**src/include/rtci_consts.vh**
```
// Constants for the interrupt, oscillator control and rate logic of the clock.
// Assumes a 125 MHz core clock and a host that drives the byte-wide bus pins.
//
// Overview of operation
// - Year rollover loads BCD 20 into century
// - Century load keeps the written top bit
// - General RAM is always readable and writable
// - Disabled source never drives the interrupt
// - Enabling with flag already set interrupts
// - Flags set on events regardless of enables
// - Flag register latched stable during read
// - Events during flag read posted afterwards
// - Flag read clears flags and releases interrupt
// - Interrupt held while enabled flag set
// - Bit 7 reads one while interrupt low
// - Pattern 010 runs oscillator and chain
// - Pattern 11x runs oscillator, chain reset
// - Other patterns keep the oscillator stopped
// - One tap multiplexer feeds both generators
// - Square-wave enable gates only the pin
// - Rate field sets both, enable gates interrupt
// - Code 0 off, 3..15 double interval
// - Codes 1 and 2 repeat 8 and 9
// - Update end sets flag bit 4 and pulses update_end
// - Disabled square-wave pin holds low
// - Periodic flag set on each rising tap edge
// - Rate field in bits 3 to 0
// - Low flag bits read zero, ignore writes

`ifndef RTCI_CONSTS_VH
`define RTCI_CONSTS_VH

// ----------------------------------------------------------------------------
// Register locations
// ----------------------------------------------------------------------------
`define RTCI_ADDR_CTRL_A     7'h0A
`define RTCI_ADDR_CTRL_B     7'h0B
`define RTCI_ADDR_FLAGS      7'h0C
`define RTCI_ADDR_STATUS_D   7'h0D
`define RTCI_ADDR_CENTURY    7'h32

// ----------------------------------------------------------------------------
// Field positions
// ----------------------------------------------------------------------------
`define RTCI_A_UPDATE_BIT    7
`define RTCI_A_OSC_HI        6
`define RTCI_A_OSC_LO        4
`define RTCI_A_RATE_HI       3
`define RTCI_A_RATE_LO       0
`define RTCI_B_SET_BIT       7
`define RTCI_B_PER_EN_BIT    6
`define RTCI_B_ALM_EN_BIT    5
`define RTCI_B_UPD_EN_BIT    4
`define RTCI_B_SQW_EN_BIT    3

// ----------------------------------------------------------------------------
// Values and reset values
// ----------------------------------------------------------------------------
`define RTCI_OSC_RUN         3'h2
`define RTCI_CENTURY_LOAD    7'h20
`define RTCI_CTRL_A_RESET    8'h00
`define RTCI_CTRL_B_RESET    8'h00
`define RTCI_STATUS_D        8'h80
`define RTCI_CENTURY_RESET   8'h00

// ----------------------------------------------------------------------------
// Timing: crystal rate in Hz, core clock in Hz
// ----------------------------------------------------------------------------
`define RTCI_XTAL_HZ         32768
`define RTCI_CLK_HZ          125000000
`define RTCI_XTAL_DIV        (`RTCI_CLK_HZ / `RTCI_XTAL_HZ)

`endif

```
**src/design/rtci_top.v**
```verilog
// Interrupt flags, oscillator control, rate multiplexer, century load and
// general RAM of a byte-wide real-time clock.
// Assumes bus pins settle before their strobes and that time counting logic
// on this clock supplies one-cycle year_rollover and alarm_match pulses.
`timescale 1ns/1ps
`include "rtci_consts.vh"

module rtci_top #(
   parameter integer XTAL_DIV = `RTCI_XTAL_DIV
) (
   // Clock and reset
   input  wire       clk,
   input  wire       nrst,
   // Host bus pins, asynchronous to clk
   input  wire       bus_cs,
   input  wire       bus_rd,
   input  wire       bus_wr,
   input  wire [6:0] bus_addr,
   input  wire [7:0] bus_wdata,
   output wire [7:0] bus_rdata,
   // Events from time counting logic
   input  wire       year_rollover,
   input  wire       alarm_match,
   // Pins and status
   output wire       irq_n,
   output wire       square_wave_pin,
   output wire       osc_running,
   output wire       chain_in_reset,
   output wire       update_end
);

   // ----------------------------------------------------------------------------
   // Tap selection for a rate code; zero means no output
   // ----------------------------------------------------------------------------
   function tap_of;
      input [3:0]  code;
      input [14:0] div;
      reg   [3:0]  eff;
      begin
         eff = code;
         if (code == 4'h1) begin
            eff = 4'h8;
         end else if (code == 4'h2) begin
            eff = 4'h9;
         end
         if (eff < 4'h3) begin
            tap_of = 1'b0;
         end else begin
            tap_of = div[eff - 4'h2];
         end
      end
   endfunction

   // ----------------------------------------------------------------------------
   // Bus pin synchronisers
   // ----------------------------------------------------------------------------
   reg  [17:0] pin_meta_reg;
   reg  [17:0] pin_sync_reg;
   wire        s_cs;
   wire        s_rd;
   wire        s_wr;
   wire [6:0]  s_addr;
   wire [7:0]  s_wdata;

   // Two flops before anything reads a host pin
   always @(posedge clk) begin
      if (!nrst) begin
         pin_meta_reg <= 18'h00000;
         pin_sync_reg <= 18'h00000;
      end else begin
         pin_meta_reg <= {bus_cs, bus_rd, bus_wr, bus_addr, bus_wdata};
         pin_sync_reg <= pin_meta_reg;
      end
   end

   assign s_cs    = pin_sync_reg[17];
   assign s_rd    = pin_sync_reg[16];
   assign s_wr    = pin_sync_reg[15];
   assign s_addr  = pin_sync_reg[14:8];
   assign s_wdata = pin_sync_reg[7:0];

   // ----------------------------------------------------------------------------
   // Access strobes
   // ----------------------------------------------------------------------------
   reg  rd_act_reg;
   reg  wr_act_reg;
   reg  rd_flag_reg;
   wire flag_rd_start;
   wire rd_now;
   wire rd_start;
   wire rd_end;
   wire wr_start;

   assign rd_now   = s_cs & s_rd;
   assign rd_start = rd_now & ~rd_act_reg;
   assign rd_end   = ~rd_now & rd_act_reg;
   assign wr_start = s_cs & s_wr & ~wr_act_reg;
   assign flag_rd_start = rd_start & (s_addr == `RTCI_ADDR_FLAGS);

   // Edge history of the read and write strobes
   always @(posedge clk) begin
      if (!nrst) begin
         rd_act_reg  <= 1'b0;
         wr_act_reg  <= 1'b0;
         rd_flag_reg <= 1'b0;
      end else begin
         rd_act_reg  <= rd_now;
         wr_act_reg  <= s_cs & s_wr;
         // Remember a flag read: the host may move the address as it drops the strobe
         rd_flag_reg <= (rd_flag_reg & ~rd_end) | flag_rd_start;
      end
   end

   // ----------------------------------------------------------------------------
   // Control registers
   // ----------------------------------------------------------------------------
   reg  [7:0] ctrl_a_reg;
   reg  [7:0] ctrl_b_reg;
   reg  [7:0] century_reg;
   wire [2:0] osc_field;
   wire [3:0] rate_field;
   wire       osc_on;
   wire       chain_rst;
   wire [2:0] enables;

   assign osc_field  = ctrl_a_reg[`RTCI_A_OSC_HI:`RTCI_A_OSC_LO];
   assign rate_field = ctrl_a_reg[`RTCI_A_RATE_HI:`RTCI_A_RATE_LO];
   // Only 010 and 11x run the oscillator; 11x holds the chain
   assign chain_rst  = osc_field[2] & osc_field[1];
   assign osc_on     = (osc_field == `RTCI_OSC_RUN) | chain_rst;
   // Enable order matches flag order: periodic, alarm, update end
   assign enables    = {ctrl_b_reg[`RTCI_B_PER_EN_BIT], ctrl_b_reg[`RTCI_B_ALM_EN_BIT],
                        ctrl_b_reg[`RTCI_B_UPD_EN_BIT]};

   // Host writes; the update bit of A is status and never stored
   always @(posedge clk) begin
      if (!nrst) begin
         ctrl_a_reg <= `RTCI_CTRL_A_RESET;
         ctrl_b_reg <= `RTCI_CTRL_B_RESET;
      end else if (wr_start && s_addr == `RTCI_ADDR_CTRL_A) begin
         ctrl_a_reg <= {1'b0, s_wdata[6:0]};
      end else if (wr_start && s_addr == `RTCI_ADDR_CTRL_B) begin
         ctrl_b_reg <= s_wdata;
         // Setting the hold bit drops the update-end enable
         if (s_wdata[`RTCI_B_SET_BIT]) begin
            ctrl_b_reg[`RTCI_B_UPD_EN_BIT] <= 1'b0;
         end
      end
   end

   // Century byte: a rollover load keeps the written top bit
   always @(posedge clk) begin
      if (!nrst) begin
         century_reg <= `RTCI_CENTURY_RESET;
      end else if (year_rollover) begin
         century_reg <= {century_reg[7], `RTCI_CENTURY_LOAD};
      end else if (wr_start && s_addr == `RTCI_ADDR_CENTURY) begin
         century_reg <= s_wdata;
      end
   end

   // ----------------------------------------------------------------------------
   // General RAM
   // ----------------------------------------------------------------------------
   reg [7:0] ram_mem [0:127];

   // No update interlock: the host may reach these bytes at any time
   always @(posedge clk) begin
      if (wr_start && s_addr != `RTCI_ADDR_CTRL_A && s_addr != `RTCI_ADDR_CTRL_B &&
          s_addr != `RTCI_ADDR_FLAGS && s_addr != `RTCI_ADDR_STATUS_D &&
          s_addr != `RTCI_ADDR_CENTURY) begin
         ram_mem[s_addr] <= s_wdata;
      end
   end

   // ----------------------------------------------------------------------------
   // Crystal emulation and divider chain
   // ----------------------------------------------------------------------------
   reg  [11:0] xtal_cnt_reg;
   reg  [14:0] div_reg;
   reg         tap_prev_reg;
   reg         sec_prev_reg;
   wire        xtal_tick;
   wire        tap;
   wire        per_event;
   wire        upd_event;

   // The crystal is modelled as a tick every XTAL_DIV core cycles
   assign xtal_tick = (xtal_cnt_reg == XTAL_DIV[11:0] - 12'h001);

   always @(posedge clk) begin
      if (!nrst || !osc_on) begin
         xtal_cnt_reg <= 12'h000;
      end else if (xtal_tick) begin
         xtal_cnt_reg <= 12'h000;
      end else begin
         xtal_cnt_reg <= xtal_cnt_reg + 12'h001;
      end
   end

   // Fifteen-stage count-up chain, cleared to zero while stopped or in reset
   always @(posedge clk) begin
      if (!nrst || !osc_on || chain_rst) begin
         div_reg <= 15'h0000;
      end else if (xtal_tick) begin
         div_reg <= div_reg + 15'h0001;
      end
   end

   // One multiplexer output feeds both the pin and the periodic flag
   assign tap       = tap_of(rate_field, div_reg);
   assign per_event = tap & ~tap_prev_reg;
   // The one-second stage falling marks the end of an update cycle
   assign upd_event = ~div_reg[14] & sec_prev_reg;

   always @(posedge clk) begin
      if (!nrst) begin
         tap_prev_reg <= 1'b0;
         sec_prev_reg <= 1'b0;
      end else begin
         tap_prev_reg <= tap;
         sec_prev_reg <= div_reg[14];
      end
   end

   // ----------------------------------------------------------------------------
   // Square-wave pin
   // ----------------------------------------------------------------------------
   reg sqw_reg;

   // The tap itself has even halves; disabled pin sits low
   always @(posedge clk) begin
      if (!nrst) begin
         sqw_reg <= 1'b0;
      end else begin
         sqw_reg <= ctrl_b_reg[`RTCI_B_SQW_EN_BIT] & tap;
      end
   end

   // ----------------------------------------------------------------------------
   // Interrupt flags
   // ----------------------------------------------------------------------------
   reg  [2:0] flag_reg;
   reg  [2:0] pend_reg;
   reg  [7:0] snap_reg;
   reg        irq_n_reg;
   reg        upd_pulse_reg;
   wire [2:0] events;

   assign events = {per_event, alarm_match, upd_event};

   // Flags follow events whatever the enables; a read in progress parks
   // new events so the latched value cannot change under the host
   always @(posedge clk) begin
      if (!nrst) begin
         flag_reg <= 3'h0;
         pend_reg <= 3'h0;
      end else if (rd_flag_reg && rd_end) begin
         flag_reg <= pend_reg | events;
         pend_reg <= 3'h0;
      end else if (rd_flag_reg || flag_rd_start) begin
         pend_reg <= pend_reg | events;
      end else begin
         flag_reg <= flag_reg | pend_reg | events;
         pend_reg <= 3'h0;
      end
   end

   // Interrupt pin is the OR of enabled flags, so enabling a set flag
   // fires at once; stale flags are the host's to clear first
   always @(posedge clk) begin
      if (!nrst) begin
         irq_n_reg <= 1'b1;
      end else begin
         irq_n_reg <= ~|(flag_reg & enables);
      end
   end

   // Update-end strobe for the time logic
   always @(posedge clk) begin
      if (!nrst) begin
         upd_pulse_reg <= 1'b0;
      end else begin
         upd_pulse_reg <= upd_event;
      end
   end

   // ----------------------------------------------------------------------------
   // Read data
   // ----------------------------------------------------------------------------
   reg [7:0] rdata_reg;
   reg [7:0] rdata_next;

   // Read mux; the flag byte comes from the snapshot taken at read start
   always @* begin
      case (s_addr)
         `RTCI_ADDR_CTRL_A:   rdata_next = {1'b0, ctrl_a_reg[6:0]};
         `RTCI_ADDR_CTRL_B:   rdata_next = ctrl_b_reg;
         `RTCI_ADDR_FLAGS:    rdata_next = snap_reg;
         `RTCI_ADDR_STATUS_D: rdata_next = `RTCI_STATUS_D;
         `RTCI_ADDR_CENTURY:  rdata_next = century_reg;
         default:             rdata_next = ram_mem[s_addr];
      endcase
   end

   // Double latch of the flag byte: frozen for the whole read
   always @(posedge clk) begin
      if (!nrst) begin
         snap_reg <= 8'h00;
      end else if (rd_start) begin
         snap_reg <= {~irq_n_reg, flag_reg, 4'h0};
      end
   end

   // Drive read data while a read is active, zero otherwise; the strobe's
   // falling cycle already gives zero so a moved address never leaks out
   always @(posedge clk) begin
      if (!nrst) begin
         rdata_reg <= 8'h00;
      end else if (rd_act_reg && rd_now) begin
         rdata_reg <= rdata_next;
      end else begin
         rdata_reg <= 8'h00;
      end
   end

   // ----------------------------------------------------------------------------
   // Status outputs
   // ----------------------------------------------------------------------------
   reg osc_run_reg;
   reg chain_rst_reg;

   always @(posedge clk) begin
      if (!nrst) begin
         osc_run_reg   <= 1'b0;
         chain_rst_reg <= 1'b0;
      end else begin
         osc_run_reg   <= osc_on;
         chain_rst_reg <= chain_rst;
      end
   end

   assign bus_rdata       = rdata_reg;
   assign irq_n           = irq_n_reg;
   assign square_wave_pin = sqw_reg;
   assign osc_running     = osc_run_reg;
   assign chain_in_reset  = chain_rst_reg;
   assign update_end      = upd_pulse_reg;

endmodule // rtci_top

```
**config.mk**
```make
export PLATFORM = sky130hd
export DESIGN_NAME = rtci_top
export DESIGN_NICKNAME = d
export VERILOG_FILES = /design/src/design/rtci_top.v
export VERILOG_INCLUDE_DIRS = /design/src /design/src/include
export SDC_FILE = /design/constraint.sdc
export NUM_CORES = 1
export LEC_CHECK = 0
export BUFFER_PORTS_ARGS = -buffer_cell sky130_fd_sc_hd__buf_2
export CAP_MARGIN = 10
export CORE_MARGIN = 4
export CORE_UTILIZATION = 60
export CTS_CLUSTER_DIAMETER = 60
export DETAILED_ROUTE_END_ITERATION = 12
export PLACE_DENSITY = 0.79
export SYNTH_ARGS = -nofsm -noshare
export SYNTH_HDL_FRONTEND = slang
export SYNTH_SLANG_ARGS = --single-unit
export TNS_END_PERCENT = 30
```
**constraint.sdc**
```tcl
create_clock -name clk -period 3.9 [get_ports clk]
set_input_delay 0.78 -clock clk [delete_from_list [all_inputs] [get_ports clk]]
set_output_delay 0.78 -clock clk [all_outputs]
set_load 0.02 [all_outputs]
```
==> summary.md <==
| Metric | Value |
|---|---|
| Status | `complete, no violations` |
| Ys Warns | `0` |
| Drt first pass iters | `8` |
| Hold Crit Start | `bus_addr[5]` |
| WP data required | `4.41 ns` |
| Worst EP arrival | `4.17 ns` |
| I/O pins | `35` |
| Chip width | `281.5 um` |
| Vias per cell | `7.099` |
| Clock latency on the worst-skew pair | `0.69 ns` |
| Area of the multi-input gates | `0.01102 mm^2` |
| Global-route wire length before repair | `187200 um` |
| Max Cap Viol | `0` |
| Reg-to-reg startpoint | `pin_sync_reg[9]` |
| Worst path slowest cell | `dfxtp_4` |
| Detailed Place HPWL | `79770 um` |
| Most frequent cells in the layout | `edfxtp_1, nor2_1, buf_4` |
| Cells after Synth | `2676` |
| PwrDens | `491.2 mW/mm^2` |
| Count of final setup violators | `0` |
| Final Core Density | `0.6793` |
| Initial antenna violation count | `6` |
| Area share of the largest cell type after synthesis | `0.6854` |
| CTS tree | `built` |
| Post-cts sizing count | `0` |
| Row cnt | `100` |
| FFs w/ async S/R, synth | `0` |
| Minimum clock period | `3.658 ns` |
| CP endpoint kind | `flip-flop` |
| Worst Setup SP | `pin_sync_reg[9]` |
| Number of flops mapped to enable cells by yosys | `1024` |
| Sinks on Clock Net | `1138` |
| Routability congestion estimate | `0.9780` |
| CTS max path bufs | `3` |
| Syn Area/Cell | `16.77 um^2` |
| Area contributors post-synth | `edfxtp_1, dfxtp_1, mux4_2` |
| RSZ-0062 raised after global routing | `false` |
| Top cell type by total area after synthesis | `edfxtp_1` |
| Most common cell after layout, fill and taps aside | `edfxtp_1` |
| Worst Tran Pin Value | `1.417 ns` |
| Register area share after synthesis | `0.7362` |
| Routed WL | `129100 um` |
| Layout cells sized above 1 | `0.2042` |
| Total GRT Usage | `0.3256` |
| Max VDD drop | `350.9 uV` |
| Die height | `281.5 um` |
| Largest net degree at the start of global routing | `107` |
| Number of global-route vias before repair | `26990` |
| Power Total | `24.80 mW` |
| Post-synthesis cell type count | `86` |
| Post-CTS Hold Fix Bufs | `0` |
| TritonCTS buffer count | `108` |
| P_leak | `18.13 nW` |
| Period utilisation layout | `0.9381` |
| Fin nets | `2870` |
| Post-synthesis cell area | `0.04487 mm^2` |
| Reg2Reg Setup Slack | `0.24 ns` |
| Register area | `0.03307 mm^2` |
| Flops & latches, synth | `1138` |
| Relative slew slack | `0.05540` |
| Global route total overflow | `0` |
| CTS clock-pin slew for the worst setup and hold paths | `0.06 ns` |
| Port buffer count | `34` |
| Critical path fanouts, max | `45` |
| Worst Hold Class | `input pin to flip-flop` |
| Area grow syn2layout | `12.53%` |
| Post-route antenna net violation count | `0` |
| Fin Clk Skew | `0.03168 ns` |
| Crit-path cells | `inv_2 > a221oi_1 > o22ai_1 > and2_1 > a2111oi_0 > a311oi_1` |
| Setup TNS | `0 ns` |
| CP Launch Type | `flip-flop` |
| Clk root buf | `clkbuf_16` |
| Slew Limit Fails | `0` |
| 1st-iter DRT viols | `4966` |
| DR WL/cell | `33.05 um` |
| Setup bufs post-CTS | `0` |
| Initial Util | `0.6037` |
| Drc violations | `0` |
| Max FFs per register | `1024` |
| Max H-tree Level | `3` |
| Worst path max stage delay | `0.85 ns` |
| Die area | `0.07922 mm^2` |
| Max Fclk | `273.3 MHz` |
| Fillers | `4640` |
| Ys flop type | `edfxtp_1` |
| DR vias | `27720` |
| Crit path kind | `flip-flop to flip-flop` |
| Core area | `0.07432 mm^2` |
| Fin. Hold Viols | `0` |
==> where the power goes <==
| part | switching, mW | leakage [nW] | internal [mW] |
|---|---|---|---|
| sequential | 0.130 | 12.2 | 13.3 |
| combinational | 0.522 | 4.17 | 0.243 |
| clock | 4.57 | 1.75 | 6.07 |
==> layer usage <==
layer / vias to the layer above / wire length, um / GRT usage
li1: 11040 / - / -
met1: 13630 / 43960 / 0.4374
met2: 2509 / 56800 / 0.4755
met3: 535 / 19410 / 0.1046
met4: 6 / 8870 / 0.1872
met5: - / 34 / 0
==> synthesized netlist by cell type, types with 16 or more instances <==
cell type	n
mux2i_1	100
a221o_1	24
a31oi_1	22
a221oi_1	93
edfxtp_1	1024
nor3_1	18
buf_2	80
nand3_1	37
and2_1	50
nand2b_1	16
a22oi_1	66
nor2_1	197
a21oi_1	52
a22o_1	21
and3_1	18
clkbuf_1	66
mux4_2	95
nand2_1	105
o22ai_1	32
dfxtp_1	114
buf_4	23
nor2b_1	19
mux2_2	93
o21ai_0	54
==> layout make-up <==
class / count / area share
Antenna cell: 3 / 0.0001487
Clock buffer: 131 / 0.05631
Clock inverter: 68 / 0.01455
Inverter: 14 / 0.001066
Multi-Input combinational cell: 1377 / 0.2184
Sequential cell: 1138 / 0.6551
Tap cell: 969 / 0.02401
Timing Repair Buffer: 205 / 0.03046
==> worst max-delay path, delay by kind of cell, from the launching register on <==
family	cells	cell delay, ns
compound gates	4	1.70
buf+inv	1	0.58
flops	1	0.85
simple gates	1	0.28
==> per-stage QoR <==
| stage | hold WS [ns] | cell area [um^2] | setup slack, ns | instances |
|---|---|---|---|---|
| global placement | 0.4131 | 46890 | 0.4490 | 3702 |
| finish | 0.3053 | 50490 | 0.2415 | 3905 |
| floorplan | 0.4119 | 45010 | 1.358 | 2715 |
| detailed placement | 0.4202 | 46900 | 0.3274 | 3703 |
| CTS | 0.2702 | 50480 | 0.3062 | 3902 |
| global route | 0.2932 | 50480 | 0.2225 | 3902 |
==> kinds of logic after synthesis <==
logic type / Yosys count / share of synthesized area
AO/OA/AOI/OAI: 489 / 0.08176
XOR/XNOR: 23 / 0.004490
adder cells (fa/ha/maj): 4 / 0.001116
buffers and inverters: 200 / 0.02248
flip-flops: 1138 / 0.7362
multiplexers: 293 / 0.09593
other: 1 / 0.00008358
AND/OR/NAND/NOR: 528 / 0.05792
==> worst paths after layout <==
| path | end | cells past startpoint |
|---|---|---|
| setup reg to reg | bus_rdata[4] | 6 |
| hold / removal | pin_meta_reg[13] | 2 |
| hold reg to reg | pin_sync_reg[3] | 1 |
| setup / recovery | bus_rdata[4] | 6 |
(Power assumes the default switching activity.)
